==> src/shared/odcr_defs.svh <==
/*
 Constants of the output driver configuration and readback block.
 Assumes the serial frame layout below and MSB-first shifting.
*/
`ifndef ODCR_DEFS_SVH
`define ODCR_DEFS_SVH
`define ODCR_CNT_W         5
`define ODCR_WORD_W        16
`define ODCR_SHIFT_W       24
`define ODCR_CRC_W         8
`define ODCR_FRAME_PLAIN   5'h10
`define ODCR_FRAME_CHECKED 5'h18
`define ODCR_READ_DECIDE   5'h04
`define ODCR_READ_FIRST    5'h05
`define ODCR_CNT_MAX       5'h1f
`define ODCR_CRC_POLY      8'h07
`define ODCR_CRC_INIT      8'h00
`define ODCR_F_ADDR        15:13
`define ODCR_F_RW          12
`define ODCR_F_SWCLR       11
`define ODCR_F_RANGE       10:7
`define ODCR_F_CLEAR_LEVEL_SELECT      6
`define ODCR_F_OUTPUT_DRIVE_ENABLE       5
`define ODCR_F_SENSE_RESISTOR_SELECT        4
`define ODCR_F_RESET       3
`define ODCR_F_CHECK       7:0
`define ODCR_F_CHK_WORD    23:8
`define ODCR_F_PLN_WORD    15:0
`define ODCR_ST_PEC        3
`define ODCR_ST_OT         2
`define ODCR_ST_CURRENT_OUTPUT_PIN       1
`define ODCR_ST_VOLTAGE_OUTPUT_PIN       0
`define ODCR_RB_FIXED      2'h2
`define ODCR_RST_RANGE     4'h0
`define ODCR_RST_BIT       1'h0
`endif

==> src/shared/odcr_pkg.sv <==
/*
 Types of the output driver configuration and readback block.
 Assumes the constants header is compiled alongside.
*/
package odcr_pkg;
	typedef enum logic [2:0] {
		LINK_IDLE  = 3'h1,
		LINK_WRITE = 3'h2,
		LINK_READ  = 3'h4
	} odcr_link_type;

	// Value is {resistor select, range code}
	typedef enum logic [4:0] {
		RNG_I4_20_EXT  = 5'h00,
		RNG_I0_20_EXT  = 5'h01,
		RNG_I0_24_EXT  = 5'h02,
		RNG_V0_5_EXT   = 5'h05,
		RNG_V0_10_EXT  = 5'h06,
		RNG_V0_6_EXT   = 5'h09,
		RNG_V0_12_EXT  = 5'h0a,
		RNG_V0_40_EXT  = 5'h0e,
		RNG_V0_44_EXT  = 5'h0f,
		RNG_I4_20_INT  = 5'h10,
		RNG_I0_20_INT  = 5'h11,
		RNG_I0_24_INT  = 5'h12,
		RNG_V0_5_INT   = 5'h15,
		RNG_V0_10_INT  = 5'h16,
		RNG_V0_6_INT   = 5'h19,
		RNG_V0_12_INT  = 5'h1a,
		RNG_I3_20_OVR  = 5'h1d,
		RNG_I0_20_OVR  = 5'h1e,
		RNG_I0_24_OVR  = 5'h1f
	} odcr_range_type;
endpackage : odcr_pkg

==> src/verilog/odcr_sync.sv <==
/*
 Two-stage synchroniser for a vector of unrelated levels.
 Assumes each bit is an independent level; no word coherence.
*/
`timescale 1ns/1ps
`default_nettype none
module odcr_sync #(
	parameter int WIDTH = 1
) (
	// Clock and reset
	input  wire logic             i_clock,
	input  wire logic             i_rst,
	// Levels
	input  wire logic [WIDTH-1:0] i_async,
	output logic      [WIDTH-1:0] o_sync
);
	typedef struct packed {
		logic [WIDTH-1:0] meta;
		logic [WIDTH-1:0] stable;
	} odcr_sync_type;

	odcr_sync_type s;
	odcr_sync_type next_s;

	// First stage feeds only the second stage
	always_comb begin
		next_s.meta   = i_async;
		next_s.stable = s.meta;
	end

	always_ff @(posedge i_clock) begin
		if (i_rst) begin
			s <= '0;
		end else begin
			s <= next_s;
		end
	end

	assign o_sync = s.stable;
endmodule : odcr_sync
`default_nettype wire

==> src/verilog/odcr_top.sv <==
/*
 Configuration register, serial link and readback of a single-channel
 voltage/current output driver, with hardware pin mode and fault pins.
 Assumes all pins are asynchronous to i_clock and the serial clock is
 several times slower than i_clock; open-drain wires are resolved outside.
*/
`timescale 1ns/1ps
`default_nettype none
`include "odcr_defs.svh"
module odcr_top (
	// Clock and reset
	input  wire logic                   i_clock,
	input  wire logic                   i_rst,
	// Serial link
	input  wire logic                   i_sclk,
	input  wire logic                   i_sync_n,
	input  wire logic                   i_sdin,
	output logic                        o_sdo,
	output logic                        o_sdo_oe,
	// Board straps and control pins
	input  wire logic [2:0]             i_board_address_pins,
	input  wire logic                   i_control_mode_pin,
	input  wire logic [3:0]             i_range_pins,
	input  wire logic                   i_sense_resistor_select_pin,
	input  wire logic                   i_clear_level_select_pin,
	input  wire logic                   i_clear_pin,
	// Analog fault detectors
	input  wire logic                   i_open_circuit,
	input  wire logic                   i_short_circuit,
	input  wire logic                   i_over_temp,
	// Output stage control
	output odcr_pkg::odcr_range_type    o_range,
	output logic                        o_range_valid,
	output logic                        o_current_drive_en,
	output logic                        o_voltage_drive_en,
	output logic                        o_clear_active,
	output logic                        o_clear_to_midscale,
	// Open-drain fault pins
	output logic                        o_fault_n,
	output logic                        o_fault_n_oe,
	output logic                        o_current_loop_fault_n,
	output logic                        o_current_loop_fault_n_oe,
	output logic                        o_voltage_short_fault_n,
	output logic                        o_voltage_short_fault_n_oe,
	output logic                        o_temp_fault_n,
	output logic                        o_temp_fault_n_oe
);
	import odcr_pkg::*;

	typedef struct packed {
		odcr_link_type                link;
		logic                         sclk_q;
		logic                         sync_q;
		logic [`ODCR_CNT_W-1:0]       bits;
		logic [`ODCR_CNT_W-1:0]       rises;
		logic [`ODCR_SHIFT_W-1:0]     shreg;
		logic [`ODCR_WORD_W-1:0]      rdword;
		logic [3:0]                   range;
		logic                         clear_level_select;
		logic                         output_drive_enable;
		logic                         sense_resistor_select;
		logic                         swclr;
		logic                         frame_check;
		logic [3:0]                   status;
		logic                         hw;
		odcr_range_type               range_out;
		logic                         range_valid;
		logic                         cur_en;
		logic                         volt_en;
		logic                         clr_act;
		logic                         clr_mid;
		logic                         sdo;
		logic                         sdo_oe;
		logic                         fault_oe;
		logic                         current_loop_fault_n_oe;
		logic                         voltage_short_fault_n_oe;
		logic                         tfault_oe;
		logic                         od_level;
	} odcr_state_type;

	odcr_state_type               s;
	odcr_state_type               next_s;
	logic                         sclk_s;
	logic                         sync_s;
	logic                         sdin_s;
	logic [2:0]                   addr_s;
	logic                         mode_s;
	logic [3:0]                   rpins_s;
	logic                         sense_resistor_select_s;
	logic                         clear_level_select_s;
	logic                         clear_s;
	logic                         oc_s;
	logic                         sc_s;
	logic                         ot_s;
	logic                         sclk_rise;
	logic                         sclk_fall;
	logic                         sync_rise;
	logic                         checked;
	logic                         frame_ok;
	logic [`ODCR_WORD_W-1:0]      word;
	logic                         crc_ok;
	logic                         apply;
	logic                         pec_set;
	logic                         pec_clr;
	logic                         rd_msb;
	logic [4:0]                   eff_code;

	// Synchronisers
	odcr_sync #(.WIDTH(3)) u_link_sync (
		.i_clock (i_clock),
		.i_rst   (i_rst),
		.i_async ({i_sclk, i_sync_n, i_sdin}),
		.o_sync  ({sclk_s, sync_s, sdin_s})
	);

	odcr_sync #(.WIDTH(11)) u_pin_sync (
		.i_clock (i_clock),
		.i_rst   (i_rst),
		.i_async ({i_board_address_pins, i_control_mode_pin, i_range_pins,
			i_sense_resistor_select_pin, i_clear_level_select_pin, i_clear_pin}),
		.o_sync  ({addr_s, mode_s, rpins_s, sense_resistor_select_s, clear_level_select_s, clear_s})
	);

	odcr_sync #(.WIDTH(3)) u_fault_sync (
		.i_clock (i_clock),
		.i_rst   (i_rst),
		.i_async ({i_open_circuit, i_short_circuit, i_over_temp}),
		.o_sync  ({oc_s, sc_s, ot_s})
	);

	function automatic logic [`ODCR_CRC_W-1:0] crc8(input logic [`ODCR_WORD_W-1:0] d);
		logic [`ODCR_CRC_W-1:0] c;
		c = `ODCR_CRC_INIT;
		for (int k = `ODCR_WORD_W - 1; k >= 0; k--) begin
			if (c[`ODCR_CRC_W-1] ^ d[k]) begin
				c = (c << 1) ^ `ODCR_CRC_POLY;
			end else begin
				c = c << 1;
			end
		end
		return c;
	endfunction : crc8

	// Unused codes still reach o_range, but with o_range_valid and both drive enables low
	function automatic logic code_valid(input logic [4:0] code);
		case (code)
			RNG_I4_20_EXT, RNG_I0_20_EXT, RNG_I0_24_EXT,
			RNG_I4_20_INT, RNG_I0_20_INT, RNG_I0_24_INT,
			RNG_I3_20_OVR, RNG_I0_20_OVR, RNG_I0_24_OVR,
			RNG_V0_5_EXT, RNG_V0_10_EXT, RNG_V0_40_EXT, RNG_V0_44_EXT,
			RNG_V0_5_INT, RNG_V0_10_INT,
			RNG_V0_6_EXT, RNG_V0_12_EXT, RNG_V0_6_INT, RNG_V0_12_INT: code_valid = 1'h1;
			default: code_valid = 1'h0;
		endcase
	endfunction : code_valid

	function automatic logic code_current(input logic [4:0] code);
		case (code)
			RNG_I4_20_EXT, RNG_I0_20_EXT, RNG_I0_24_EXT,
			RNG_I4_20_INT, RNG_I0_20_INT, RNG_I0_24_INT,
			RNG_I3_20_OVR, RNG_I0_20_OVR, RNG_I0_24_OVR: code_current = 1'h1;
			default: code_current = 1'h0;
		endcase
	endfunction : code_current

	assign sclk_rise = sclk_s & ~s.sclk_q;
	assign sclk_fall = ~sclk_s & s.sclk_q;
	assign sync_rise = sync_s & ~s.sync_q;
	assign rd_msb    = s.rdword[`ODCR_WORD_W-1];
	assign checked   = (s.bits == `ODCR_FRAME_CHECKED);
	assign frame_ok  = checked || (s.bits == `ODCR_FRAME_PLAIN);
	assign word      = checked ? s.shreg[`ODCR_F_CHK_WORD] : s.shreg[`ODCR_F_PLN_WORD];
	assign crc_ok    = !checked || (crc8(word) == s.shreg[`ODCR_F_CHECK]);
	assign pec_set   = (s.link == LINK_WRITE) && sync_rise && frame_ok && !crc_ok
		&& !s.hw;
	// Address compared with strapped pins; reads ignore writes
	assign apply     = (s.link == LINK_WRITE) && sync_rise && frame_ok && crc_ok && !s.hw
		&& (word[`ODCR_F_ADDR] == addr_s) && !word[`ODCR_F_RW];
	assign pec_clr   = ((s.link == LINK_READ) && sync_rise) || (apply && word[`ODCR_F_RESET]);
	// Resistor select is the code's top bit in either mode
	assign eff_code  = s.hw ? {sense_resistor_select_s, rpins_s} : {s.sense_resistor_select, s.range};

	always_comb begin
		next_s        = s;
		next_s.sclk_q = sclk_s;
		next_s.sync_q = sync_s;
		next_s.hw     = mode_s;
		// Set wins over the clear when both land together
		next_s.frame_check    = pec_set | (s.frame_check & ~pec_clr);
		next_s.status = {s.frame_check, ot_s, oc_s, sc_s};
		case (s.link)
			LINK_IDLE: begin
				if (!sync_s && s.sync_q) begin
					next_s.link  = LINK_WRITE;
					next_s.bits  = '0;
					next_s.rises = '0;
				end
			end
			LINK_WRITE: begin
				if (sync_rise) begin
					next_s.link = LINK_IDLE;
				end else begin
					if (sclk_rise && s.rises != `ODCR_CNT_MAX) begin
						next_s.rises = s.rises + 5'h01;
					end
					if (sclk_fall) begin
						next_s.shreg = {s.shreg[`ODCR_SHIFT_W-2:0], sdin_s};
						if (s.bits != `ODCR_CNT_MAX) begin
							next_s.bits = s.bits + 5'h01;
						end
						// Fourth bit received decides a read
						if (s.bits == `ODCR_READ_DECIDE - 5'h01 && !s.hw && sdin_s
							&& s.shreg[2:0] == addr_s) begin
							next_s.link   = LINK_READ;
							next_s.sdo_oe = 1'h1;
							// Status and configuration in one word
							next_s.rdword = {addr_s, `ODCR_RB_FIXED, s.range, s.clear_level_select,
								s.output_drive_enable, s.sense_resistor_select, s.status};
						end
					end
				end
			end
			LINK_READ: begin
				if (sync_rise) begin
					next_s.link   = LINK_IDLE;
					next_s.sdo_oe = 1'h0;
				end else if (sclk_rise && s.rises != `ODCR_CNT_MAX) begin
					next_s.rises = s.rises + 5'h01;
					if (s.rises >= `ODCR_READ_FIRST - 5'h01) begin
						next_s.sdo    = rd_msb;
						next_s.rdword = s.rdword << 1;
					end
				end
			end
			default: begin
				next_s.link   = LINK_IDLE;
				next_s.sdo_oe = 1'h0;
			end
		endcase
		if (apply) begin
			if (word[`ODCR_F_RESET]) begin
				// Back to power-on configuration
				next_s.range  = `ODCR_RST_RANGE;
				next_s.clear_level_select = `ODCR_RST_BIT;
				next_s.output_drive_enable  = `ODCR_RST_BIT;
				next_s.sense_resistor_select   = `ODCR_RST_BIT;
				next_s.swclr  = `ODCR_RST_BIT;
			end else begin
				next_s.range  = word[`ODCR_F_RANGE];
				next_s.clear_level_select = word[`ODCR_F_CLEAR_LEVEL_SELECT];
				next_s.output_drive_enable  = word[`ODCR_F_OUTPUT_DRIVE_ENABLE];
				next_s.sense_resistor_select   = word[`ODCR_F_SENSE_RESISTOR_SELECT];
				next_s.swclr  = word[`ODCR_F_SWCLR];
			end
		end
		next_s.range_out   = odcr_range_type'(eff_code);
		next_s.range_valid = code_valid(eff_code);
		// Pin mode has no enable bit, so it drives whenever the range is legal
		next_s.cur_en      = code_valid(eff_code) && (s.hw || s.output_drive_enable)
			&& code_current(eff_code);
		next_s.volt_en     = code_valid(eff_code) && (s.hw || s.output_drive_enable)
			&& !code_current(eff_code);
		next_s.clr_act     = clear_s | (~s.hw & s.swclr);
		next_s.clr_mid     = clear_level_select_s | (~s.hw & s.clear_level_select);
		next_s.fault_oe    = ~s.hw & (|s.status);
		next_s.current_loop_fault_n_oe   = s.hw & s.status[`ODCR_ST_CURRENT_OUTPUT_PIN];
		next_s.voltage_short_fault_n_oe   = s.hw & s.status[`ODCR_ST_VOLTAGE_OUTPUT_PIN];
		next_s.tfault_oe   = s.hw & s.status[`ODCR_ST_OT];
		next_s.od_level    = 1'h0;
	end

	always_ff @(posedge i_clock) begin
		if (i_rst) begin
			s        <= '0;
			s.link   <= LINK_IDLE;
			s.sclk_q <= 1'h0;
			s.sync_q <= 1'h0;
			s.range  <= `ODCR_RST_RANGE;
		end else begin
			s <= next_s;
		end
	end

	assign o_sdo                      = s.sdo;
	assign o_sdo_oe                   = s.sdo_oe;
	assign o_range                    = s.range_out;
	assign o_range_valid              = s.range_valid;
	assign o_current_drive_en         = s.cur_en;
	assign o_voltage_drive_en         = s.volt_en;
	assign o_clear_active             = s.clr_act;
	assign o_clear_to_midscale        = s.clr_mid;
	assign o_fault_n                  = s.od_level;
	assign o_fault_n_oe               = s.fault_oe;
	assign o_current_loop_fault_n     = s.od_level;
	assign o_current_loop_fault_n_oe  = s.current_loop_fault_n_oe;
	assign o_voltage_short_fault_n    = s.od_level;
	assign o_voltage_short_fault_n_oe = s.voltage_short_fault_n_oe;
	assign o_temp_fault_n             = s.od_level;
	assign o_temp_fault_n_oe          = s.tfault_oe;

	property p_sdo_enable;
		@(posedge i_clock) disable iff (i_rst)
		$rose(o_sdo_oe) |-> s.link == LINK_READ && $past(s.bits) == `ODCR_READ_DECIDE - 5'h01;
	endproperty
	a_sdo_enable: assert property (p_sdo_enable) else $error("data out enabled off a read");

	property p_first_bit;
		@(posedge i_clock) disable iff (i_rst)
		s.link == LINK_READ && sclk_rise && !sync_rise && s.rises == `ODCR_READ_FIRST - 5'h01
			|=> o_sdo == $past(rd_msb);
	endproperty
	a_first_bit: assert property (p_first_bit) else $error("first read bit not on 5th rise");

	property p_sdo_release;
		@(posedge i_clock) disable iff (i_rst)
		s.link == LINK_READ && sync_rise |=> !o_sdo_oe ##1 !o_sdo_oe;
	endproperty
	a_sdo_release: assert property (p_sdo_release) else $error("data out not released");

	property p_pec_set;
		@(posedge i_clock) disable iff (i_rst)
		pec_set |=> s.frame_check ##1 s.status[`ODCR_ST_PEC] ##1 o_fault_n_oe;
	endproperty
	a_pec_set: assert property (p_pec_set) else $error("check failure not flagged");

	property p_pec_clear;
		@(posedge i_clock) disable iff (i_rst)
		s.link == LINK_READ && sync_rise |=> !s.frame_check;
	endproperty
	a_pec_clear: assert property (p_pec_clear) else $error("read did not clear error");

	property p_fault_pin;
		@(posedge i_clock) disable iff (i_rst)
		!s.hw && (|s.status) |=> o_fault_n_oe && !o_fault_n;
	endproperty
	a_fault_pin: assert property (p_fault_pin) else $error("fault pin not pulled low");

	property p_hw_pins;
		@(posedge i_clock) disable iff (i_rst)
		s.hw && s.status[`ODCR_ST_OT] |=> o_temp_fault_n_oe && !o_fault_n_oe;
	endproperty
	a_hw_pins: assert property (p_hw_pins) else $error("pin mode fault routing wrong");

	property p_drive_gate;
		@(posedge i_clock) disable iff (i_rst)
		o_current_drive_en || o_voltage_drive_en |-> $past(s.hw) || $past(s.output_drive_enable);
	endproperty
	a_drive_gate: assert property (p_drive_gate) else $error("output driven while disabled");

	property p_clear_or;
		@(posedge i_clock) disable iff (i_rst)
		clear_level_select_s || (s.clear_level_select && !s.hw) |=> o_clear_to_midscale;
	endproperty
	a_clear_or: assert property (p_clear_or) else $error("clear level not pin OR bit");

	property p_addr_filter;
		@(posedge i_clock) disable iff (i_rst)
		sync_rise && word[`ODCR_F_ADDR] != addr_s |=> $stable(s.range) && $stable(s.output_drive_enable);
	endproperty
	a_addr_filter: assert property (p_addr_filter) else $error("foreign frame changed setup");

	property p_reset_bit;
		@(posedge i_clock) disable iff (i_rst)
		apply && word[`ODCR_F_RESET] |=> s.range == `ODCR_RST_RANGE && !s.output_drive_enable && !s.frame_check;
	endproperty
	a_reset_bit: assert property (p_reset_bit) else $error("reset bit left state");
endmodule : odcr_top
`default_nettype wire

==> config.mk <==
export PLATFORM = sky130hd
export DESIGN_NAME = odcr_top
export DESIGN_NICKNAME = d
export VERILOG_FILES = /design/src/shared/odcr_pkg.sv /design/src/verilog/odcr_sync.sv /design/src/verilog/odcr_top.sv
export VERILOG_INCLUDE_DIRS = /design/src /design/src/shared
export SDC_FILE = /design/constraint.sdc
export NUM_CORES = 1
export LEC_CHECK = 0
export BUFFER_PORTS_ARGS = -buffer_cell sky130_fd_sc_hd__clkbuf_2
export CAP_MARGIN = 20
export CORE_ASPECT_RATIO = 0.9
export CORE_MARGIN = 1.5
export CORE_UTILIZATION = 60
export CTS_CLUSTER_SIZE = 16
export DETAILED_ROUTE_END_ITERATION = 12
export PLACE_DENSITY = 0.79
export SLEW_MARGIN = 20
export SYNTH_ARGS = -nofsm -noshare
export SYNTH_HDL_FRONTEND = slang
export SYNTH_SLANG_ARGS = --single-unit
==> constraint.sdc <==
create_clock -name i_clock -period 4.2 [get_ports i_clock]
set_input_delay 0.84 -clock i_clock [delete_from_list [all_inputs] [get_ports i_clock]]
set_output_delay 0.84 -clock i_clock [all_outputs]
set_load 0.01 [all_outputs]
==> run_results.csv, run 1 <==
group,metric,value,unit
sta,hold_viol,0,
sta,rsz0062_at_grt,"false",
sta,setup_ws,0.887,ns
cells_and_area,drive_gt1_share,14.3,%
route,vias,3975,
yosys,synthXorXnorAreaFrac,14.0,%
pwr,clockPowerShare,52.8,%
sta,tns,0,ns
route,first_iter_violations,174,
yosys,yosys_warnings,0,
route,ant_nets,0,
yosys,syn_avg_cell_area,9.60,µm²
clock_network,cts_root_buf,"clkbuf_8",
grt,grt_max_degree,74,
yosys,synth.cell_area,5600,µm²
clock_network,cts_buffers,17,
route,met1_length,5090,µm
cells_and_area,n_fill_cell,698,
route,wl_met2,5650,µm
route,top_layer,"met4",
yosys,synth-edff-count,0,
worst_setup_path,cp_num_buf_inv,1,
clock_network,post-cts-setup-buffer-count,0,
die,start_util,61.6,%
worst_setup_path,crit_family,"compound AO/OA/AOI/OAI gates",
pwr,p_per_area,414,nW/µm²
sta,fmax,302,MHz
pwr,p_seq_share,44.9,%
route,via_per_inst,5.45,
route,drcViolationCount,0,
clock_network,holdBufCountCts,0,
placement,dpl.cell_count,698,
route,met3_length,480,µm
worst_setup_path,critPathMaxStageDelay,0.74,ns
cells_and_area,final_common_cell,"dfxtp_1",
yosys,yosysSeqAreaShare,42.6,%
sta,finClkSkew,0.0125,ns
yosys,synth_cells,583,
placement,place.port_buffers,34,
clock_network,cts_resized,0,
worst_setup_path,path_max_fanout,17,
worst_hold_path,hold_path.class,"reg2reg",
yosys,synth_flop_cell,"dfxtp_1",
worst_setup_path,cp-end-kind,"flip-flop",
yosys,synth_top_family_by_area,"simple AND/OR/NAND/NOR gates",
clock_network,clock_sinks,119,
grt,grt_antenna_before_repair,0,
worst_setup_path,crit_arrival,3.72,ns
grt,grt_usage,24.3,%
grt,overflow,0,
sta,slew_headroom,27.3,%
run,drv_cap,0,
worst_setup_path,crit_type,"reg2reg",
yosys,synth-adder-area-share,1.79,%
clock_network,clk_path_buf_depth,2,
route,first_pass_iters,4,
sta,final_max_slew_viol_count,0,
sta,worst_pin_slew,1.08,ns
sta,setup_viol,0,
sta,fin_crit_sh,78.9,%
yosys,synth_compound_area_share,11.4,%
sta,finalCriticalPeriod,3.31,ns
pwr,switching_share,22.6,%
cells_and_area,area_growth,11.1,%
die,die-area,9920,µm²
cells_and_area,final_cell_mix,"dfxtp_1, nand2_1, nor2_1",
pwr,pwr-share-comb,2.3,%
worst_setup_path,path_cells,"inv_1 > ha_1 > and4b_1 > mux2i_1 > xor2_1 > xnor2_1 > nand2_1 > a211o_1 > a21oi_1 > a221oi_1 > a211o_1",
worst_setup_path,critical_path.startpoint_type,"flip-flop",
die,io_pins,39,
pwr,p_leak,2.42,nW
grt,grt_pass1_wl,18700,µm
clock_network,clock_latency,0.52,ns
clock_network,cts_tree,"built",
die,die_w,105,µm
cells_and_area,fin_cells,729,
yosys,synth_cell_types,57,
route,wire_per_inst,15.6,µm
cells_and_area,n_antenna_cell,0,
worst_setup_path,crit_slowest_cell,"and4b_1",
pwr,intPower,1.99,mW
yosys,synth.ff_latch_count,119,
route,totalWireLength,11400,µm
yosys,muxShareOfSynthArea,4.56,%
die,die_h,94.6,µm
worst_setup_path,critPathMostFrequentCell,"a211o_1",
run_status,status,"finished, final reports clean",
placement,post-place-ws,0.947,ns
clock_network,htree_levels,4,
yosys,async_flop_share,0,%
pwr,irDropWorstVdd,0.311,mV
sta,whs,0.440,ns
cells_and_area,fin_nets,622,
die,rows,33,
clock_network,clkTransAtPathRegs,0.06,ns
pwr,p_switching,0.582,mW
yosys,yosys.area_share.simple,19.2,%
die,core_area,9080,µm²
placement,hpwl,7420,µm
placement,gp_congestion,0.916,
worst_setup_path,cp.required,4.60,ns
grt,grt_pass1_vias,3912,
cell type report:
| class | count | area, µm² | area share [%] |
|---|---|---|---|
| flip-flops and latches | 119 | 2380 | 38.3 |
| clock inverters | 12 | 120 | 1.93 |
| multi-input cells | 407 | 2870 | 46.1 |
| repair buffers | 37 | 205 | 3.30 |
| well taps | 122 | 153 | 2.45 |
| clock buffers | 19 | 442 | 7.10 |
| inverters | 13 | 48.8 | 0.785 |
power by group through the flow:
stage          Combinational (mW)  Clock, mW  Sequential (mW)
3_5_place_dp               0.0587          0             1.18
6_report                   0.0589       1.36             1.16
5_1_grt                    0.0662       1.43             1.16
4_1_cts                    0.0593       1.37             1.16
2_1_floorplan              0.0449          0             1.18
3_3_place_gp               0.0570          0             1.18
path summary, 6_finish.rpt:
check / start / end / slack [ns] / cells after the start
setup / recovery: s[77]$_SDFFE_PP0P_ / next_s[21]$_SDFF_PP0_ / 0.89 / 11
hold / removal: u_pin_sync.o_sync[7]$_SDFF_PP0_ / s[17]$_SDFF_PP0_ / 0.44 / 1
setup reg to reg: s[77]$_SDFFE_PP0P_ / next_s[21]$_SDFF_PP0_ / 0.89 / 11
hold reg to reg: u_pin_sync.o_sync[7]$_SDFF_PP0_ / s[17]$_SDFF_PP0_ / 0.44 / 1
routing by layer:
metal  vias up  global-route usage (%)
li1       1973                       -
met1      1892                    29.8
met2        94                    40.5
met3        16                    5.45
met4         0                    12.3
met5         -                       0
state kept, by name, indices dropped and copies added, names as in the netlist, 3 cells and up:
name,count
o_range,5
u_pin_sync.next_s,11
u_link_sync.o_sync,3
u_link_sync.next_s,3
u_fault_sync.o_sync,3
u_fault_sync.next_s,3
s,67
u_pin_sync.o_sync,11
cells by family after synthesis:
| group | count (synthesis) |
|---|---|
| mux | 23 |
| simple gates | 220 |
| flops | 119 |
| fa+ha+maj | 8 |
| buf+inv | 60 |
| compound gates | 89 |
| other cells | 1 |
| xor+xnor | 63 |
cell usage after synthesis, types with 3 or more instances:
library cell | count | area share (%)
nand2b_1 | 7 | 0.78
xnor3_1 | 10 | 4.0
buf_6 | 4 | 0.80
dfxtp_1 | 119 | 43
nand4_1 | 3 | 0.34
buf_4 | 9 | 1.2
a21oi_1 | 39 | 3.5
and3_1 | 3 | 0.34
clkbuf_1 | 24 | 1.6
nor3_1 | 19 | 1.7
a221oi_1 | 14 | 2.2
ha_1 | 8 | 1.8
nor2b_1 | 47 | 5.3
and2_1 | 3 | 0.34
nand2_1 | 66 | 4.4
clkbuf_8 | 5 | 1.2
mux2i_1 | 21 | 3.8
a21o_1 | 3 | 0.40
xnor2_2 | 3 | 0.87
o2bb2ai_1 | 8 | 1.3
o21ai_0 | 6 | 0.54
xor2_1 | 15 | 2.3
xnor2_1 | 30 | 4.7
buf_2 | 4 | 0.36
inv_1 | 13 | 0.87
a211oi_1 | 3 | 0.40
nor4_1 | 3 | 0.34
nor2_1 | 56 | 3.8
nand3_1 | 5 | 0.45
through the flow:
stage | area [µm²] | total power [mW] | util [%]
5_1_grt | 6220 | 2.65 | 68.5
6_report | 6220 | 2.58 | 68.5
3_5_place_dp | 5660 | 1.24 | 62.3
2_1_floorplan | 5610 | 1.22 | -
4_1_cts | 6220 | 2.59 | 68.5
3_3_place_gp | 5660 | 1.24 | 62.3
(Power assumes the default switching activity.)
==> run 2, diff against run 1 <==
--- a/config.mk
+++ b/config.mk
@@ -10,10 +10,10 @@
 export CAP_MARGIN = 20
 export CORE_ASPECT_RATIO = 0.9
 export CORE_MARGIN = 1.5
-export CORE_UTILIZATION = 60
+export CORE_UTILIZATION = 54
 export CTS_CLUSTER_SIZE = 16
 export DETAILED_ROUTE_END_ITERATION = 12
-export PLACE_DENSITY = 0.79
+export PLACE_DENSITY = 0.75
 export SLEW_MARGIN = 20
 export SYNTH_ARGS = -nofsm -noshare
 export SYNTH_HDL_FRONTEND = slang
==> constraint.sdc (replaced) <==
create_clock -name i_clock -period 2.7 [get_ports i_clock]
set_input_delay 0.54 -clock i_clock [delete_from_list [all_inputs] [get_ports i_clock]]
set_output_delay 0.54 -clock i_clock [all_outputs]
set_load 0.01 [all_outputs]
==> run 2 against run 1 <==
Against the previous run: the flow now finishes with violations (negative setup slack); clock power rose by 57%; sequential power rose by 55%; register-to-register slack got worse by 0.93 ns; non-clock buffer count rose by 56; routed wire length rose by 9.8%; first-iteration DRC count rose by 41%; global-route usage rose by 0.14 points; critical path depth fell by 2; worst hold slack got worse by 0.11 ns; maximum frequency rose by 21%; final area rose by 8.9%; clock skew fell by 0.0039 ns; critical path type unchanged.
==> run_results.csv, run 2 (same netlist as run 1, synthesis figures left out) <==
group,metric,value,unit
die,start_util,55.1,%
sta,final_max_slew_viol_count,0,
route,wire_per_inst,15.8,µm
clock_network,clock_sinks,119,
route,drcViolationCount,0,
die,die_h,99.6,µm
worst_setup_path,path_max_fanout,8,
grt,grt_usage,24.4,%
pwr,irDropWorstVdd,0.528,mV
clock_network,clk_path_buf_depth,2,
route,totalWireLength,12500,µm
route,via_per_inst,5.33,
clock_network,clkTransAtPathRegs,0.06,ns
grt,overflow,0,
cells_and_area,fin_nets,678,
sta,hold_viol,0,
route,first_iter_violations,245,
route,wl_met2,6030,µm
cells_and_area,regMostFlops,"s",
clock_network,cts_tree,"built",
sta,finClkSkew,0.00856,ns
worst_setup_path,crit_arrival,3.10,ns
run,drv_cap,0,
cells_and_area,n_antenna_cell,0,
sta,finalCriticalPeriod,2.75,ns
placement,gp_congestion,0.926,
sta,fin_crit_sh,102,%
grt,grt_pass1_vias,4175,
pwr,p_per_area,597,nW/µm²
clock_network,holdBufCountCts,0,
route,met3_length,650,µm
sta,fmax,364,MHz
route,top_layer,"met4",
placement,hpwl,8140,µm
cells_and_area,drive_gt1_share,25.0,%
route,vias,4228,
clock_network,clock_latency,0.42,ns
cells_and_area,fin_util,66.6,%
run_status,status,"finished with violations",
sta,setup_ws,-0.0461,ns
worst_setup_path,cp.required,3.05,ns
die,die_w,110,µm
cells_and_area,final_cell_mix,"dfxtp_1, nand2_1, buf_4",
clock_network,cts_root_buf,"clkbuf_16",
sta,rsz0062_at_grt,"true",
die,core_area,10200,µm²
cells_and_area,largest_register_ffs,67,
pwr,power.total,4.04,mW
worst_setup_path,rrSetupSlack,-0.05,ns
route,ant_nets,0,
clock_network,htree_levels,4,
cells_and_area,area_growth,21.0,%
pwr,p_leak,2.75,nW
die,io_pins,39,
worst_hold_path,hold_path.class,"in2reg",
run_status,violations,"negative setup slack",
worst_setup_path,crit_type,"reg2reg",
cells_and_area,final_common_cell,"dfxtp_1",
die,die-area,11000,µm²
die,rows,35,
placement,place.port_buffers,34,
grt,grt_pass1_wl,20300,µm
worst_setup_path,critical_path.startpoint_type,"flip-flop",
clock_network,cts_buffers,17,
route,first_pass_iters,5,
worst_setup_path,cp-end-kind,"flip-flop",
route,met1_length,5530,µm
grt,grt_max_degree,73,
grt,grt_antenna_before_repair,0,
sta,setup_viol,8,
==> run 2: path summary, 6_finish.rpt <==
check	from	cells past startpoint	endpoint
max	s[58]$_SDFFE_PP0P_	9	s[28]$_SDFFE_PP0P_
min	i_range_pins[0]	2	u_pin_sync.next_s[3]$_SDFF_PP0_
max reg2reg	s[58]$_SDFFE_PP0P_	9	s[28]$_SDFFE_PP0P_
min reg2reg	u_pin_sync.next_s[8]$_SDFF_PP0_	1	u_pin_sync.o_sync[8]$_SDFF_PP0_
==> run 2: power breakdown <==
group          leakage, nW  internal [mW]  switching, mW
clock                0.269           1.21          0.930
sequential           0.971           1.78         0.0124
combinational         1.51         0.0434         0.0573
total                 2.75           3.04           1.00
==> run 2: layer usage <==
layer	GRT usage, %	vias up
li1	-	2081
met4	9.07	0
met3	6.03	30
met1	30.9	1993
met2	40.1	124
met5	0	-
==> run 2: repair_timing <==
action | CTS | global route
resized for setup | 15 | 14
setup buffers | 3 | 3
endpoints found under the setup margin | 9 | 22
pin swaps | 6 | 7
==> run 2: worst max-delay path, stage by stage, from the launching register on <==
cell	delay, ns
dfxtp_1	0.42
xnor3_2	0.39
xnor2_2	0.16
mux2i_4	0.21
xnor2_2	0.10
or3_1	0.33
a211o_1	0.35
a2111oi_4	0.42
o21ai_4	0.14
o2bb2ai_1	0.16
==> run 2: area by class of cell <==
| cell class | count | area [µm²] |
|---|---|---|
| clock buffers | 18 | 429 |
| clock inverters | 14 | 128 |
| fillers | 764 | 3390 |
| inverters | 13 | 48.8 |
| multi-input cells | 407 | 2980 |
| flip-flops and latches | 119 | 2390 |
| well taps | 129 | 161 |
| repair buffers | 93 | 632 |
==> run 2: metrics by stage <==
stage | setup WS, ns | hold slack (ns) | TNS [ns] | instance area [µm²] | cells
4_1_cts | -0.00488 | 0.315 | -0.00716 | 6680 | 790
5_1_grt | -0.136 | 0.323 | -1.30 | 6770 | 793
3_5_place_dp | -0.0865 | 0.422 | -0.603 | 6040 | 755
2_1_floorplan | 0.0408 | 0.413 | 0 | 5610 | 586
6_report | -0.0461 | 0.331 | -0.299 | 6770 | 793
3_3_place_gp | 0.0566 | 0.418 | 0 | 6040 | 755
==> run 3, diff against run 2 <==
--- a/config.mk
+++ b/config.mk
@@ -14,6 +14,7 @@
 export CTS_CLUSTER_SIZE = 16
 export DETAILED_ROUTE_END_ITERATION = 12
 export PLACE_DENSITY = 0.75
+export SETUP_SLACK_MARGIN = 0.2
 export SLEW_MARGIN = 20
 export SYNTH_ARGS = -nofsm -noshare
 export SYNTH_HDL_FRONTEND = slang
==> run 3 against run 2 <==
Against the previous run: the flow now finishes without violations; global-route usage grew 0.32 points; critical path depth grew 2; maximum frequency rose by 2.4%; sequential cell count did not move; critical path type unchanged; largest cell class unchanged.
==> run_results.csv, run 3 (same netlist as run 1, synthesis figures left out) <==
group,metric,value,unit
die,start_util,55.1,%
route,wire_per_inst,16.1,µm
cells_and_area,final_cell_mix,"dfxtp_1, nand2_1, nor2_1",
pwr,p_per_area,589,nW/µm²
cells_and_area,design_area,6710,µm²
placement,post-place-ws,-0.0622,ns
clock_network,cts_tree,"built",
grt,grt_antenna_before_repair,0,
route,first_iter_violations,249,
sta,fmax,373,MHz
worst_setup_path,crit_type,"reg2reg",
die,rows,35,
placement,place.port_buffers,34,
worst_hold_path,hold_path.class,"in2reg",
route,totalWireLength,12600,µm
sta,finalCriticalPeriod,2.68,ns
grt,overflow,0,
grt,grt_pass1_vias,4228,
cells_and_area,drive_gt1_share,24.7,%
worst_setup_path,critical_path.startpoint_type,"flip-flop",
cells_and_area,largest_register_ffs,67,
grt,grt_pass1_wl,20600,µm
die,io_pins,39,
route,first_pass_iters,6,
placement,hpwl,8330,µm
cells_and_area,area_growth,20.0,%
pwr,irDropWorstVdd,0.556,mV
worst_setup_path,critPathMaxStageDelay,0.32,ns
run_status,status,"finished, final reports clean",
route,vias,4276,
route,via_per_inst,5.45,
clock_network,clock_latency,0.42,ns
sta,rsz0062_at_grt,"true",
pwr,p_switching,0.925,mW
die,die_h,99.6,µm
worst_setup_path,crit_arrival,2.99,ns
sta,hold_viol,0,
pwr,clockPowerShare,52.0,%
worst_setup_path,crit_slowest_cell,"dfxtp_2",
route,drcViolationCount,0,
clock_network,clkTransAtPathRegs,0.06,ns
cells_and_area,regMostFlops,"s",
worst_setup_path,path_cells,"inv_2 > ha_4 > and4b_2 > mux2i_2 > xor2_1 > xnor2_1 > nand2_1 > a211o_1 > a21oi_1 > a221oi_1 > a211o_1",
worst_setup_path,critPathMostFrequentCell,"a211o_1",
cells_and_area,final_common_cell,"dfxtp_1",
cells_and_area,fin_nets,669,
pwr,pwr-share-comb,2.6,%
grt,grt_max_degree,50,
worst_setup_path,cp-end-kind,"flip-flop",
clock_network,clock_sinks,119,
placement,gp_congestion,0.910,
clock_network,cts_root_buf,"clkbuf_16",
pwr,p_leak,2.69,nW
worst_setup_path,path_max_fanout,4,
die,die_w,110,µm
clock_network,htree_levels,4,
sta,final_max_slew_viol_count,0,
pwr,intPower,3.03,mW
clock_network,clk_path_buf_depth,2,
pwr,switching_share,23.4,%
sta,worst_pin_slew,1.04,ns
pwr,p_seq_share,45.4,%
placement,dpl_cell_area,5970,µm²
sta,fin_crit_sh,99.3,%
run,drv_cap,0,
clock_network,cts_buffers,17,
sta,finClkSkew,0.0108,ns
sta,setup_ws,0.0176,ns
sta,setup_viol,0,
cells_and_area,n_antenna_cell,0,
die,die-area,11000,µm²
die,core_area,10200,µm²
worst_setup_path,cp.required,3.00,ns
sta,slew_headroom,30.5,%
grt,grt_usage,24.7,%
route,ant_nets,0,
==> run 3: changes by cell type in the layout (fill, tap and decap cells not counted), moves of 2 or more <==
| cell | before | now |
|---|---|---|
| buf_4 | 58 | 49 |
| inv_6 | 8 | 3 |
| clkinvlp_4 | 2 | 6 |
| clkinv_4 | 1 | 4 |
| inv_8 | 3 | 0 |
| dfxtp_1 | 112 | 110 |
| mux2i_1 | 21 | 19 |
| mux2i_2 | 0 | 2 |
==> run 3: layout make-up <==
| cell class | instances | area [µm²] |
|---|---|---|
| multi-input combinational | 407 | 3010 |
| fill | 799 | 3450 |
| inverter | 13 | 52.6 |
| clock buffer | 20 | 447 |
| tap | 129 | 161 |
| timing repair buffer | 83 | 544 |
| clock inverter | 12 | 96.3 |
| sequential | 119 | 2400 |
| timing repair inverter | 1 | 7.51 |
==> run 3: through the flow <==
step / power (mW) / hold WS [ns] / std cells / util (%) / TNS (ns)
after detailed placement: 1.93 / 0.425 / 743 / 58.7 / -0.456
final: 3.96 / 0.326 / 784 / 66.1 / 0
after floorplan: 1.90 / 0.413 / 586 / - / 0
after global placement: 1.93 / 0.417 / 743 / 58.7 / 0
after global routing: 4.08 / 0.324 / 784 / 66.1 / -1.08
after CTS: 3.99 / 0.317 / 777 / 65.1 / 0
==> run 3: layer usage <==
layer / vias to the layer above / GRT usage (%) / wire (µm)
met5: - / 0 / 0
met4: 0 / 9.37 / 165
met3: 20 / 6.55 / 490
met2: 106 / 40.7 / 6270
met1: 2083 / 31.0 / 5710
li1: 2067 / - / -
==> run 3: power by group through the flow <==
stage          Clock, mW  Combinational [mW]  Sequential, mW
3_5_place_dp           0              0.0958            1.84
6_report            2.06               0.102            1.80
5_1_grt             2.17               0.112            1.80
3_3_place_gp           0              0.0929            1.84
2_1_floorplan          0              0.0700            1.83
4_1_cts             2.09              0.0999            1.80
==> run 3: what timing repair did <==
action	CTS	global route
pin swaps	15	3
cloned	0	1
hold buffers	0	0
setup buffers	2	6
resized for setup	19	15
endpoints found under the setup margin	22	25
==> run 3: critical path: cells and delay by family, from the launching register on <==
family                   cells  cell delay, ns
adder cells (fa/ha/maj)      1            0.15
buffers and inverters        1            0.07
AND/OR/NAND/NOR              2            0.39
flip-flops                   1            0.32
XOR/XNOR                     2            0.43
AO/OA/AOI/OAI                4            0.92
multiplexers                 1            0.29
==> run 3: worst paths after layout <==
path | startpoint | endpoint | slack (ns) | depth (start not counted)
hold reg to reg | u_pin_sync.next_s[3]$_SDFF_PP0_ | u_pin_sync.o_sync[3]$_SDFF_PP0_ | 0.43 | 1
hold / removal | i_sync_n | u_link_sync.next_s[1]$_SDFF_PP0_ | 0.33 | 2
setup reg to reg | s[77]$_SDFFE_PP0P_ | next_s[21]$_SDFF_PP0_ | 0.02 | 11
setup / recovery | s[77]$_SDFFE_PP0P_ | next_s[21]$_SDFF_PP0_ | 0.02 | 11
